<file path="src/lbp_pkg.sv">
// constants for the led channel blink and dimming timing block
package lbp_pkg;

    // ------------------------------------------------------------
    // register map
    // ------------------------------------------------------------
    localparam logic [7:0] SEG_FOUR_OFFSET    = 8'h53;
    localparam logic [7:0] SEQ_PERIOD_OFFSET  = 8'h54;
    localparam logic [7:0] ON_DUTY_OFFSET     = 8'h55;
    localparam logic [7:0] ON_DURATION_OFFSET = 8'h56;
    localparam logic [7:0] BLINK_CTRL_OFFSET  = 8'h60;
    localparam logic [7:0] BLINK_STAT_OFFSET  = 8'h61;

    // ------------------------------------------------------------
    // field layout and reset values
    // ------------------------------------------------------------
    localparam int          STEPS7_W        = 7;
    localparam int          STEPS5_W        = 5;
    localparam int          DUTY_W          = 5;
    localparam logic [7:0]  SEG_FOUR_MASK   = 8'h7F;
    localparam logic [7:0]  SEQ_PERIOD_MASK = 8'h7F;
    localparam logic [7:0]  ON_DUTY_MASK    = 8'h1F;
    localparam logic [7:0]  ON_DUR_MASK     = 8'h1F;
    localparam logic [7:0]  CTRL_MASK       = 8'h01;
    localparam logic [7:0]  REG_RESET       = 8'h00;
    localparam int          ENABLE_BIT      = 0;

    // ------------------------------------------------------------
    // timing
    // ------------------------------------------------------------
    localparam int CLK_HZ           = 40_000_000;
    localparam int STEP_MS          = 64;
    localparam int PWM_PERIOD_US    = 8000;
    localparam int PWM_SLOTS        = 32;
    localparam int SLOT_CYCLES      = (CLK_HZ / 1_000_000) * PWM_PERIOD_US / PWM_SLOTS;
    localparam int PERIODS_PER_STEP = STEP_MS * 1000 / PWM_PERIOD_US;

    // ------------------------------------------------------------
    // blink sequence phases
    // ------------------------------------------------------------
    typedef enum logic [1:0]
    {
        PH_IDLE   = 2'b00,
        PH_ON     = 2'b01,
        PH_SEG4   = 2'b10,
        PH_PERIOD = 2'b11
    } lbp_phase_t;

endpackage : lbp_pkg

</file>
<file path="src/lbp_pwm.sv">
// on-signal pwm with 32 slots per period
`timescale 1ns/1ps
module lbp_pwm #(
    parameter int SLOT_CYCLES = lbp_pkg::SLOT_CYCLES
) (
    // clock and reset
    input  wire logic                      core_clk_i,
    input  wire logic                      reset_i,
    // duty
    input  wire logic [lbp_pkg::DUTY_W-1:0] duty_code_i,
    // outputs
    output logic                           channel_pwm_o,
    output logic                           period_tick_o
);

    localparam int CNT_W = (SLOT_CYCLES > 1) ? $clog2(SLOT_CYCLES) : 1;

    initial
    begin
        if (SLOT_CYCLES < 1)
            $error("lbp_pwm: SLOT_CYCLES must be at least 1");
    end

    logic [CNT_W-1:0]          cyc_cnt;
    logic [CNT_W-1:0]          next_cyc_cnt;
    logic [4:0]                slot;
    logic [4:0]                next_slot;
    logic [4:0]                duty_held;
    logic [4:0]                next_duty_held;
    logic                      next_channel_pwm;
    logic                      next_period_tick;
    logic                      slot_end;

    // ------------------------------------------------------------
    // slot divider and compare
    // ------------------------------------------------------------
    always_comb
    begin
        slot_end         = (cyc_cnt == CNT_W'(SLOT_CYCLES - 1));
        next_cyc_cnt     = slot_end ? '0 : cyc_cnt + 1'b1;
        next_slot        = slot;
        next_duty_held   = duty_held;
        next_period_tick = 1'b0;
        if (slot_end)
        begin
            next_slot = slot + 1'b1;
            if (slot == 5'h1F)
            begin
                // duty taken only at period start, no runt pulses
                next_duty_held   = duty_code_i;
                next_period_tick = 1'b1;
            end
        end
        // high for (duty + 1) of 32 slots
        next_channel_pwm = (next_slot <= next_duty_held);
    end

    always_ff @(posedge core_clk_i)
    begin
        if (reset_i)
        begin
            cyc_cnt       <= '0;
            slot          <= 5'h00;
            duty_held     <= 5'h00;
            channel_pwm_o <= 1'b0;
            period_tick_o <= 1'b0;
        end
        else
        begin
            cyc_cnt       <= next_cyc_cnt;
            slot          <= next_slot;
            duty_held     <= next_duty_held;
            channel_pwm_o <= next_channel_pwm;
            period_tick_o <= next_period_tick;
        end
    end

endmodule : lbp_pwm

</file>
<file path="src/lbp_blink_timing.sv">
// blink sequence timing and on-signal dimming for one led channel
//
// Local design decision: the address-and-strobe port.
`timescale 1ns/1ps
// How it works
// fourth segment lasts field times 64 ms
// period segment lasts field times 64 ms
// on-signal pwm, (duty+1)/32 of 8 ms
// duty zero gives 250 us high
// duty all ones keeps on-signal high
// on-time lasts field times 64 ms
// all four registers clear on reset
// reserved bits read zero, writes ignored
module lbp_blink_timing #(
    parameter int SLOT_CYCLES = lbp_pkg::SLOT_CYCLES
) (
    // clock and reset
    input  wire logic       core_clk_i,
    input  wire logic       reset_i,
    // register port
    input  wire logic [7:0] reg_addr_i,
    input  wire logic [7:0] reg_wdata_i,
    input  wire logic       reg_wr_i,
    input  wire logic       reg_rd_i,
    output logic      [7:0] reg_rdata_o,
    // channel outputs
    output logic            channel_on_signal_o,
    output logic      [1:0] blink_phase_o
);

    initial
    begin
        if (lbp_pkg::PERIODS_PER_STEP < 1)
            $error("lbp_blink_timing: step shorter than pwm period");
    end

    localparam int STEP_CNT_W = (lbp_pkg::PERIODS_PER_STEP > 1) ? $clog2(lbp_pkg::PERIODS_PER_STEP) : 1;

    // ------------------------------------------------------------
    // registers
    // ------------------------------------------------------------
    logic [7:0]                segment_four_length;
    logic [7:0]                sequence_period_length;
    logic [7:0]                on_signal_duty;
    logic [7:0]                blink_on_duration;
    logic [7:0]                blink_ctrl;
    logic [7:0]                next_segment_four_length;
    logic [7:0]                next_sequence_period_length;
    logic [7:0]                next_on_signal_duty;
    logic [7:0]                next_blink_on_duration;
    logic [7:0]                next_blink_ctrl;
    logic [7:0]                next_reg_rdata;

    logic [6:0]                segment_four_steps;
    logic [6:0]                period_segment_steps;
    logic [4:0]                duty_code;
    logic [4:0]                on_duration_steps;
    logic                      enable;

    lbp_pkg::lbp_phase_t       phase;
    lbp_pkg::lbp_phase_t       next_phase;
    logic [6:0]                remain;
    logic [6:0]                next_remain;
    logic [STEP_CNT_W-1:0]     step_cnt;
    logic [STEP_CNT_W-1:0]     next_step_cnt;
    logic                      step_tick;
    logic                      channel_pwm;
    logic                      period_tick;
    logic                      next_channel_on;

    assign segment_four_steps   = segment_four_length[6:0];
    assign period_segment_steps = sequence_period_length[6:0];
    assign duty_code            = on_signal_duty[4:0];
    assign on_duration_steps    = blink_on_duration[4:0];
    assign enable               = blink_ctrl[lbp_pkg::ENABLE_BIT];

    // length in 64 ms steps of the phase being entered
    function automatic logic [6:0] phase_length(input lbp_pkg::lbp_phase_t ph,
                                                input logic [4:0] on_steps,
                                                input logic [6:0] seg4_steps,
                                                input logic [6:0] per_steps);
        logic [6:0] len;
        len = 7'h00;
        unique case (ph)
            lbp_pkg::PH_IDLE:   len = 7'h00;
            lbp_pkg::PH_ON:     len = {2'b00, on_steps};
            lbp_pkg::PH_SEG4:   len = seg4_steps;
            lbp_pkg::PH_PERIOD: len = per_steps;
        endcase
        return len;
    endfunction : phase_length

    // ------------------------------------------------------------
    // register file
    // ------------------------------------------------------------
    always_comb
    begin
        next_segment_four_length    = segment_four_length;
        next_sequence_period_length = sequence_period_length;
        next_on_signal_duty         = on_signal_duty;
        next_blink_on_duration      = blink_on_duration;
        next_blink_ctrl             = blink_ctrl;
        if (reg_wr_i)
        begin
            unique case (reg_addr_i)
                lbp_pkg::SEG_FOUR_OFFSET:    next_segment_four_length    = reg_wdata_i & lbp_pkg::SEG_FOUR_MASK;
                lbp_pkg::SEQ_PERIOD_OFFSET:  next_sequence_period_length = reg_wdata_i & lbp_pkg::SEQ_PERIOD_MASK;
                lbp_pkg::ON_DUTY_OFFSET:     next_on_signal_duty         = reg_wdata_i & lbp_pkg::ON_DUTY_MASK;
                lbp_pkg::ON_DURATION_OFFSET: next_blink_on_duration      = reg_wdata_i & lbp_pkg::ON_DUR_MASK;
                lbp_pkg::BLINK_CTRL_OFFSET:  next_blink_ctrl             = reg_wdata_i & lbp_pkg::CTRL_MASK;
                default:                     next_blink_ctrl             = blink_ctrl;
            endcase
        end
        next_reg_rdata = 8'h00;
        if (reg_rd_i)
        begin
            unique case (reg_addr_i)
                lbp_pkg::SEG_FOUR_OFFSET:    next_reg_rdata = segment_four_length;
                lbp_pkg::SEQ_PERIOD_OFFSET:  next_reg_rdata = sequence_period_length;
                lbp_pkg::ON_DUTY_OFFSET:     next_reg_rdata = on_signal_duty;
                lbp_pkg::ON_DURATION_OFFSET: next_reg_rdata = blink_on_duration;
                lbp_pkg::BLINK_CTRL_OFFSET:  next_reg_rdata = blink_ctrl;
                lbp_pkg::BLINK_STAT_OFFSET:  next_reg_rdata = {5'h00, channel_on_signal_o, phase};
                default:                     next_reg_rdata = 8'h00;
            endcase
        end
    end

    always_ff @(posedge core_clk_i)
    begin
        if (reset_i)
        begin
            segment_four_length    <= lbp_pkg::REG_RESET;
            sequence_period_length <= lbp_pkg::REG_RESET;
            on_signal_duty         <= lbp_pkg::REG_RESET;
            blink_on_duration      <= lbp_pkg::REG_RESET;
            blink_ctrl             <= lbp_pkg::REG_RESET;
            reg_rdata_o            <= 8'h00;
        end
        else
        begin
            segment_four_length    <= next_segment_four_length;
            sequence_period_length <= next_sequence_period_length;
            on_signal_duty         <= next_on_signal_duty;
            blink_on_duration      <= next_blink_on_duration;
            blink_ctrl             <= next_blink_ctrl;
            reg_rdata_o            <= next_reg_rdata;
        end
    end

    // ------------------------------------------------------------
    // pwm and 64 ms step divider
    // ------------------------------------------------------------
    lbp_pwm #(
        .SLOT_CYCLES (SLOT_CYCLES)
    ) u_pwm (
        .core_clk_i    (core_clk_i),
        .reset_i       (reset_i),
        .duty_code_i   (duty_code),
        .channel_pwm_o (channel_pwm),
        .period_tick_o (period_tick)
    );

    // ------------------------------------------------------------
    // blink sequence
    // ------------------------------------------------------------
    always_comb
    begin
        step_tick     = period_tick && (step_cnt == STEP_CNT_W'(lbp_pkg::PERIODS_PER_STEP - 1));
        next_step_cnt = step_cnt;
        if (period_tick)
            next_step_cnt = step_tick ? '0 : step_cnt + 1'b1;
        next_phase  = phase;
        next_remain = remain;
        if (!enable)
        begin
            next_phase  = lbp_pkg::PH_IDLE;
            next_remain = 7'h00;
        end
        else
        begin
            unique case (phase)
                lbp_pkg::PH_IDLE:   next_phase = lbp_pkg::PH_ON;
                lbp_pkg::PH_ON:     next_phase = (remain == 7'h00) ? lbp_pkg::PH_SEG4 : phase;
                lbp_pkg::PH_SEG4:   next_phase = (remain == 7'h00) ? lbp_pkg::PH_PERIOD : phase;
                lbp_pkg::PH_PERIOD: next_phase = (remain == 7'h00) ? lbp_pkg::PH_ON : phase;
            endcase
            if (next_phase != phase)
                next_remain = phase_length(next_phase, on_duration_steps,
                                           segment_four_steps, period_segment_steps);
            else if (step_tick)
                next_remain = remain - 1'b1;
        end
        next_channel_on = (next_phase == lbp_pkg::PH_ON) && channel_pwm;
    end

    always_ff @(posedge core_clk_i)
    begin
        if (reset_i)
        begin
            phase               <= lbp_pkg::PH_IDLE;
            remain              <= 7'h00;
            step_cnt            <= '0;
            channel_on_signal_o <= 1'b0;
        end
        else
        begin
            phase               <= next_phase;
            remain              <= next_remain;
            step_cnt            <= next_step_cnt;
            channel_on_signal_o <= next_channel_on;
        end
    end

    assign blink_phase_o = phase;

endmodule : lbp_blink_timing

</file>
<file path="config.mk">
export PLATFORM = sky130hd
export DESIGN_NAME = lbp_blink_timing
export DESIGN_NICKNAME = d
export VERILOG_FILES = /design/src/lbp_pkg.sv /design/src/lbp_pwm.sv /design/src/lbp_blink_timing.sv
export SDC_FILE = /design/constraint.sdc
export NUM_CORES = 1
export LEC_CHECK = 0
export BUFFER_PORTS_ARGS = -buffer_cell sky130_fd_sc_hd__clkbuf_2
export CORE_MARGIN = 4
export CORE_UTILIZATION = 50
export DETAILED_ROUTE_END_ITERATION = 10
export HOLD_SLACK_MARGIN = 0.12
export PLACE_DENSITY = 0.71
export SLEW_MARGIN = 25
export SYNTH_ARGS = -nofsm -noshare
export SYNTH_HDL_FRONTEND = slang
export SYNTH_SLANG_ARGS = --single-unit
</file>
<file path="constraint.sdc">
create_clock -name core_clk_i -period 2.95 [get_ports core_clk_i]
set_input_delay 0.4425 -clock core_clk_i [delete_from_list [all_inputs] [get_ports core_clk_i]]
set_output_delay 0.4425 -clock core_clk_i [all_outputs]
set_load 0.02 [all_outputs]
</file>
==> results.tsv, run 1 <==
metric	value	unit
timing.final.max_slew_violations	0	
num_vias	2872	
worst_ep_required_time	3.23	ns
drt.antenna.violating_nets	0	
gp_congestion	0.839	
tritoncts_num_sinks	71	
ctsResizeCount	0	
avgSynthCellArea	8.62	sq um
number_of_filler_cells_placed_in_the_layout	556	
grt_pass1_vias	2513	
asyncSetResetFlopFracSynth	0	%
timing.critical_path.slowest_stage_cell	sky130_fd_sc_hd__or4_1	
die-area	0.00825	sq mm
dieWidth	90.8	microns
globalRouteTotalUtil	18.9	%
rrSetupSlack	0.32	ns
worstSkewPairLatency	0.35	ns
post-route-period-util	89.2	%
die_height	90.8	microns
min_period	2.63	ns
hold_buffers	0	
syn-instance-count	398	
power.static_leakage	0.00155	uW
postLayoutSetupSlackWorst	0.319	ns
design.final.nets	452	
number_of_antenna_cells_inserted	0	
result_of_the_run	finished clean	
wire_per_inst	15.0	microns
worst_hold_path.endpoint	reg_rdata_o[0]$_SDFF_PP0_	
clk_pin_slew	0.07	ns
drtIter0Drc	181	
drt_pre_antenna_iters	5	
overflow	0	
synth.yosys.warnings	0	
largest_net_degree_at_the_start_of_global_routing	46	
num_rows	29	
boundaryPins	31	
postSynthRegisterBits	71	
timing.critical_path.cells	or4b_4, or4_1, nand2_1, nand2_1, ha_1, nor2b_1, o21a_1, o21ai_0, a21oi_1, nor2_1	
grt_antenna_before_repair	0	
post-layout-total-power	2090	uW
vias_per_cell	5.71	
timing.critical_path.slowest_cell_delay	0.60	ns
h-tree-depth	3	
io_buffers	28	
synth_seq_area_share	41.4	%
r2r_end	u_pwm.channel_pwm_o$_SDFF_PP0_	
timing_worst_setup_path_type	flop to flop	
areaGrowthSynthToFinish	13.3	%
clockBufferDepth	2	
setup_repair_after_global_routing_missed_its_margin	no	
timing_worst_slew_pin_value	0.563	ns
grt_first_pass_wirelength	12500	microns
hold_depth	3	
cts_buffers	9	
vdd_ir_drop_max	0.000370	V
timing.critical_path.from_type	flop	
clk_root_buffer_cell	sky130_fd_sc_hd__clkbuf_8	
core-area	0.00649	sq mm
ys_dominant_reg_cell	sky130_fd_sc_hd__dfxtp_1	
maxSlewHeadroom	62.3	%
power-per-cell-area	537	mW/mm^2
max_cap_viol_count	0	
pre_cts_ws	0.359	ns
hpwlAfterDp	5360	microns
cp-end-kind	flop	
drcViolationCount	0	
cts_post_setup_buffers_inserted	0	
final-hold-violation-count	0	
path_max_fanout	4	
wirelength	7530	microns
cts_tree	yes	
syn-cell-area	0.00343	sq mm
initial_utilization	52.8	%
worstHoldStart	reg_rd_i	
totalNegativeSetupSlack	0	ns
synth_enable_flop_cells	0	
critPathMostFrequentCell	sky130_fd_sc_hd__nand2_1	
yosys.cell_types.count	56	
skew	0.0106	ns
timing.hold.worst.class	primary input to flop	
r2r_start	u_pwm.cyc_cnt[7]$_SDFF_PP0_	
setup-violations-final	0	
fraction_of_final_layout_cells_sized_beyond_drive_strength_1	12.7	%
mappedNetlistNets	429	
max_freq	380	MHz
crit_path_dat	2.91	ns
r2r.worst_path.cells	10	
cells by family (layout without fill, tap and decap cells):
group	Yosys count	count (layout)	synth area share, %
other	1	1	0.109
adders and majority gates	11	11	4.01
DFF	71	71	41.4
AOI/OAI and AO/OA	59	59	11.2
xor gates and xnor gates	19	19	4.85
buffers and inverters	28	56	3.25
and+or+nand+nor	180	180	26.5
muxes	29	29	8.65
cell usage after synthesis, types with 10 or more instances:
cell                       count  area, sq um
sky130_fd_sc_hd__mux2i_1      27          270
sky130_fd_sc_hd__nor2b_1      10         62.6
sky130_fd_sc_hd__a21oi_1      20          100
sky130_fd_sc_hd__ha_1         11          138
sky130_fd_sc_hd__dfxtp_1      71         1420
sky130_fd_sc_hd__nand3_1      17         85.1
sky130_fd_sc_hd__nand2_1      43          161
sky130_fd_sc_hd__xnor2_1      12          105
sky130_fd_sc_hd__inv_1        10         37.5
sky130_fd_sc_hd__clkbuf_1     13         48.8
sky130_fd_sc_hd__o21ai_0      10         50.1
sky130_fd_sc_hd__nor2_1       59          221
worst max-delay path, delay by kind of cell (launching register included):
family,cells,cell delay (ns)
adders and majority gates,1,0.28
DFF,1,0.34
AOI/OAI and AO/OA,3,0.38
and+or+nand+nor,6,1.57
routing by layer:
metal,vias to the layer above,track usage (%),wire length [microns]
li1,1441,-,-
met1,1347,25.9,3570
met2,80,27.7,3490
met3,4,7.67,433
met4,0,4.40,34
met5,-,0,0
report_power, final:
group,switching [uW],internal [uW],total [uW]
sequential,4.04,963,967
clock,362,693,1060
combinational,43.3,20.5,63.8
total,409,1680,2090
worst max path at each step:
stage	startpoint	end	slack, ns	cells after the start
global route	u_pwm.cyc_cnt[7]$_SDFF_PP0_	u_pwm.channel_pwm_o$_SDFF_PP0_	0.17	10
global placement	u_pwm.cyc_cnt[7]$_SDFF_PP0_	u_pwm.channel_pwm_o$_SDFF_PP0_	0.38	10
finish	u_pwm.cyc_cnt[7]$_SDFF_PP0_	u_pwm.channel_pwm_o$_SDFF_PP0_	0.32	10
detailed placement	u_pwm.cyc_cnt[7]$_SDFF_PP0_	u_pwm.channel_pwm_o$_SDFF_PP0_	0.36	10
CTS	u_pwm.cyc_cnt[7]$_SDFF_PP0_	u_pwm.channel_pwm_o$_SDFF_PP0_	0.31	10
floorplan	u_pwm.cyc_cnt[7]$_SDFF_PP0_	u_pwm.channel_pwm_o$_SDFF_PP0_	0.45	10
layout by cell type, fill, tap and decap left out, types with 3 or more instances in the layout:
cell type,netlist,routed
sky130_fd_sc_hd__nor2b_1,10,10
sky130_fd_sc_hd__or3_1,7,7
sky130_fd_sc_hd__xor2_1,7,7
sky130_fd_sc_hd__a211oi_1,3,3
sky130_fd_sc_hd__nand4_1,5,5
sky130_fd_sc_hd__ha_1,11,11
sky130_fd_sc_hd__and3_1,7,7
sky130_fd_sc_hd__clkbuf_2,0,28
sky130_fd_sc_hd__a21oi_1,20,20
sky130_fd_sc_hd__a221oi_1,3,3
sky130_fd_sc_hd__a31oi_1,4,4
sky130_fd_sc_hd__clkbuf_8,0,11
sky130_fd_sc_hd__nor2_1,59,59
sky130_fd_sc_hd__xnor2_1,12,12
sky130_fd_sc_hd__nand3_1,17,17
sky130_fd_sc_hd__o21ai_0,10,10
sky130_fd_sc_hd__dfxtp_1,71,71
sky130_fd_sc_hd__o221ai_1,3,3
sky130_fd_sc_hd__inv_1,10,10
sky130_fd_sc_hd__nor3_1,7,7
sky130_fd_sc_hd__bufinv_16,0,4
sky130_fd_sc_hd__nand2b_1,3,3
sky130_fd_sc_hd__mux2i_1,27,27
sky130_fd_sc_hd__nand3b_1,4,4
sky130_fd_sc_hd__nand2_1,43,43
stage by stage:
stage          hold WS (ns)  cells  area, sq um  util [%]
2_1_floorplan         0.430    398         3430         -
3_3_place_gp          0.444    487         3610      55.5
3_5_place_dp          0.450    487         3610      55.5
4_1_cts               0.315    503         3890      59.8
5_1_grt               0.335    503         3890      59.8
6_report              0.332    503         3890      59.8
sequential cells by signal, summed over array words and instances (netlist names):
name                    flops
blink_phase_o               2
u_pwm.cyc_cnt              14
u_pwm.slot                  5
remain                      7
u_pwm.duty_held             5
reg_rdata_o                 7
u_pwm.period_tick_o         1
segment_four_length         7
sequence_period_length      7
on_signal_duty              5
step_cnt                    3
u_pwm.channel_pwm_o         1
blink_on_duration           5
blink_ctrl                  1
channel_on_signal_o         1
final cells by class:
type                            count  area, sq um  share of cell area [%]
Inverter                           10         37.5                   0.966
Multi-Input combinational cell    299         1900                    48.8
Timing Repair Buffer               30          155                    3.99
Clock buffer                       11          151                    3.90
Clock inverter                      5          128                    3.28
Sequential cell                    71         1420                    36.6
Tap cell                           77         96.3                    2.48
Note: power is estimated with default switching activity, not from simulation.
==> inputs of run 2 (changes only) <==
Settings changed: ABC_AREA set to 1.
==> run 2 against run 1 <==
Register-to-register slack gained 0.28 ns. Setup slack better by 0.28 ns. Sequential share of layout area up 0.11 points. Final cell count grew 20%. Total power down 18%. Critical path type unchanged. Maximum frequency is 12% higher. Design area fell by 0.29%. Global-route usage rose by 0.53 points. Highest routed layer unchanged.
==> results.tsv, run 2 <==
metric	value	unit	change
die_height	91.5	microns	was 90.8 microns
synthMuxAreaShare	0	%	was 8.65%
ys_dominant_reg_cell	sky130_fd_sc_hd__dfxtp_1		unchanged
hpwlAfterDp	5770	microns	was 5360 microns
mappedNetlistNets	508		was 429
avgSynthCellArea	7.31	sq um	was 8.62 sq um
post-route-period-util	79.9	%	was 89.2%
largest_net_degree_at_the_start_of_global_routing	19		was 46
crit_path_dat	2.56	ns	was 2.91 ns
drt.antenna.violating_nets	0		unchanged
syn-instance-count	477		was 398
hold_buffers	0		unchanged
fraction_of_final_layout_cells_sized_beyond_drive_strength_1	15.3	%	was 12.7%
cts_buffers	9		unchanged
drt_pre_antenna_iters	5		unchanged
placed_cells_incl_taps	593		was 487
synth_top_area_cell	sky130_fd_sc_hd__dfxtp_1		unchanged
synth_most_common_cell	sky130_fd_sc_hd__inv_1		was sky130_fd_sc_hd__dfxtp_1
fin_util	57.0	%	was 59.8%
drtIter0Drc	220		was 181
areaGrowthSynthToFinish	11.2	%	was 13.3%
synth_top_family_by_area	simple AND/OR/NAND/NOR gates		unchanged
drcViolationCount	0		unchanged
power-per-cell-area	444	mW/mm^2	was 537 mW/mm^2
setup-violations-final	0		unchanged
ctsResizeCount	0		unchanged
netlist_top_cells_count	sky130_fd_sc_hd__inv_1, sky130_fd_sc_hd__dfxtp_1, sky130_fd_sc_hd__nand2_1		was sky130_fd_sc_hd__dfxtp_1, sky130_fd_sc_hd__nor2_1, sky130_fd_sc_hd__nand2_1
finalNonFillerCells	606		was 503
synth-xor-area-share	2.01	%	was 4.85%
grt_antenna_before_repair	0		unchanged
timing_worst_setup_path_type	flop to flop		unchanged
io_buffers	28		unchanged
grt_first_pass_wirelength	13100	microns	was 12500 microns
num_vias	3211		was 2872
synth.yosys.warnings	0		unchanged
core-area	0.00679	sq mm	was 0.00649 sq mm
compound_gate_fraction_of_synth_area	18.6	%	was 11.2%
yosys-top-cells-area	sky130_fd_sc_hd__dfxtp_1, sky130_fd_sc_hd__inv_1, sky130_fd_sc_hd__a21oi_1		was sky130_fd_sc_hd__dfxtp_1, sky130_fd_sc_hd__mux2i_1, sky130_fd_sc_hd__nor2_1
cts_post_setup_buffers_inserted	0		unchanged
wire_per_inst	12.8	microns	was 15.0 microns
yosys.cell_types.count	36		was 56
vias_per_cell	5.30		was 5.71
die-area	0.00837	sq mm	was 0.00825 sq mm
yosys.area_share.simple	23.9	%	was 26.5%
overflow	0		unchanged
max_cap_viol_count	0		unchanged
globalRouteTotalUtil	19.4	%	was 18.9%
layout.cells.most_common	sky130_fd_sc_hd__inv_1		was sky130_fd_sc_hd__dfxtp_1
design.final.nets	539		was 452
h-tree-depth	3		unchanged
cts_tree	yes		unchanged
synth_enable_flop_cells	0		unchanged
skew	0.00920	ns	was 0.0106 ns
largest-register	u_pwm.cyc_cnt		unchanged
wirelength	7780	microns	was 7530 microns
grt_pass1_vias	2970		was 2513
min_period	2.36	ns	was 2.63 ns
timing_worst_slew_pin_value	0.628	ns	was 0.563 ns
post_synthesis_share_of_cell_area_spent_on_full_adders_half_adders_and_majority_gates	3.95	%	was 4.01%
final-hold-violation-count	0		unchanged
asyncSetResetFlopFracSynth	0	%	unchanged
postSynthRegisterBits	71		unchanged
tritoncts_num_sinks	71		unchanged
clk_root_buffer_cell	sky130_fd_sc_hd__clkbuf_8		unchanged
clk_pin_slew	0.07	ns	about the same
boundaryPins	31		unchanged
worst_ep_required_time	3.15	ns	was 3.23 ns
gp_congestion	0.832		was 0.839
power.static_leakage	0.00156	uW	was 0.00155 uW
synth_top_area_share	40.8	%	was 41.4%
num_rows	30		was 29
path_max_fanout	9		was 4
timing.hold.worst.class	primary input to flop		unchanged
syn-cell-area	0.00348	sq mm	was 0.00343 sq mm
worstSkewPairLatency	0.34	ns	was 0.35 ns
maxSlewHeadroom	58.0	%	was 62.3%
synth_seq_area_share	40.8	%	was 41.4%
setup_repair_after_global_routing_missed_its_margin	no		unchanged
number_of_antenna_cells_inserted	0		unchanged
timing.final.max_slew_violations	0		unchanged
timing.critical_path.from_type	flop		unchanged
dieWidth	91.5	microns	was 90.8 microns
cp-end-kind	flop		unchanged
max_freq	424	MHz	was 380 MHz
number_of_flip_flops_in_the_largest_register	14		unchanged
result_of_the_run	finished clean		unchanged
initial_utilization	51.3	%	was 52.8%
totalNegativeSetupSlack	0	ns	unchanged
vdd_ir_drop_max	0.000299	V	was 0.000370 V
final_cell_mix	sky130_fd_sc_hd__inv_1, sky130_fd_sc_hd__dfxtp_1, sky130_fd_sc_hd__nand2_1, sky130_fd_sc_hd__nor2_1, sky130_fd_sc_hd__a21oi_1		was sky130_fd_sc_hd__dfxtp_1, sky130_fd_sc_hd__nor2_1, sky130_fd_sc_hd__nand2_1, sky130_fd_sc_hd__clkbuf_2, sky130_fd_sc_hd__mux2i_1
clockBufferDepth	2		unchanged
==> run 2: changes by cell type after synthesis, moves of 9 or more <==
| cell | change |
|---|---|
| sky130_fd_sc_hd__nand2_1 | +14 |
| sky130_fd_sc_hd__xnor2_1 | -12 |
| sky130_fd_sc_hd__a21oi_1 | +27 |
| sky130_fd_sc_hd__o21ai_0 | +32 |
| sky130_fd_sc_hd__mux2i_1 | -27 |
| sky130_fd_sc_hd__nand3_1 | +9 |
| sky130_fd_sc_hd__inv_1 | +66 |
| sky130_fd_sc_hd__nor2_1 | -12 |
| sky130_fd_sc_hd__inv_2 | +10 |
| sky130_fd_sc_hd__nor2b_1 | -10 |
==> run 2: logic make-up after synthesis <==
family	after synthesis
fa+ha+maj	11
xor+xnor	8
other cells	1
flops	71
compound gates	119
buf+inv	95
simple gates	172
==> run 2: path summary, 6_finish.rpt <==
kind	startpoint	end	slack, ns	cells past startpoint
setup / recovery	u_pwm.cyc_cnt[0]$_SDFF_PP0_	u_pwm.channel_pwm_o$_SDFF_PP0_	0.59	16
hold / removal	reg_rd_i	reg_rdata_o[0]$_SDFF_PP0_	0.37	3
setup reg to reg	u_pwm.cyc_cnt[0]$_SDFF_PP0_	u_pwm.channel_pwm_o$_SDFF_PP0_	0.59	16
hold reg to reg	u_pwm.channel_pwm_o$_SDFF_PP0_	channel_on_signal_o$_SDFF_PP0_	0.44	2
==> run 2: layout make-up <==
type / instances / area, sq um
well taps: 96 / 120
multi-input cells: 311 / 1690
clock buffers: 12 / 165
fillers: 654 / 2920
flip-flops and latches: 71 / 1420
repair buffers: 29 / 148
clock inverters: 1 / 5.00
inverters: 86 / 323
==> run 2: metal layers <==
| metal | vias up | part of all wire, % | routed length (microns) | global-route usage [%] |
|---|---|---|---|---|
| li1 | 1620 | - | - | - |
| met1 | 1482 | 43 | 3350 | 23.7 |
| met2 | 87 | 49 | 3800 | 32.5 |
| met3 | 22 | 4.9 | 381 | 2.98 |
| met4 | 0 | 3.2 | 247 | 10.8 |
| met5 | - | 0 | 0 | 0 |
==> run 2: stage by stage <==
| stage | power (uW) | instance area [sq um] | hold WS (ns) | setup slack, ns |
|---|---|---|---|---|
| after floorplan | 1020 | 3480 | 0.418 | 0.824 |
| after global placement | 1050 | 3700 | 0.438 | 0.665 |
| after detailed placement | 1050 | 3700 | 0.450 | 0.610 |
| after CTS | 1740 | 3870 | 0.352 | 0.574 |
| after global routing | 1800 | 3870 | 0.363 | 0.404 |
| final | 1720 | 3870 | 0.369 | 0.594 |
==> run 2: where the power goes <==
group | internal, uW | total (uW) | switching (uW)
Combinational | 20.5 | 63.1 | 42.6
Clock | 359 | 690 | 331
Sequential | 963 | 967 | 3.65
Total | 1340 | 1720 | 377
==> run 2: critical path, cell delays in order (launching register included) <==
cell                       delay (ns)
sky130_fd_sc_hd__dfxtp_1         0.37
sky130_fd_sc_hd__ha_1            0.18
sky130_fd_sc_hd__nand2_1         0.06
sky130_fd_sc_hd__inv_2           0.06
sky130_fd_sc_hd__nand2_2         0.07
sky130_fd_sc_hd__nor2_2          0.15
sky130_fd_sc_hd__nand4_4         0.15
sky130_fd_sc_hd__nor2_4          0.14
sky130_fd_sc_hd__inv_2           0.10
sky130_fd_sc_hd__o21ai_2         0.13
sky130_fd_sc_hd__inv_2           0.05
sky130_fd_sc_hd__ha_1            0.26
sky130_fd_sc_hd__inv_1           0.05
sky130_fd_sc_hd__o21bai_1        0.12
sky130_fd_sc_hd__a21oi_1         0.09
sky130_fd_sc_hd__o21ai_0         0.15
sky130_fd_sc_hd__a21oi_1         0.08
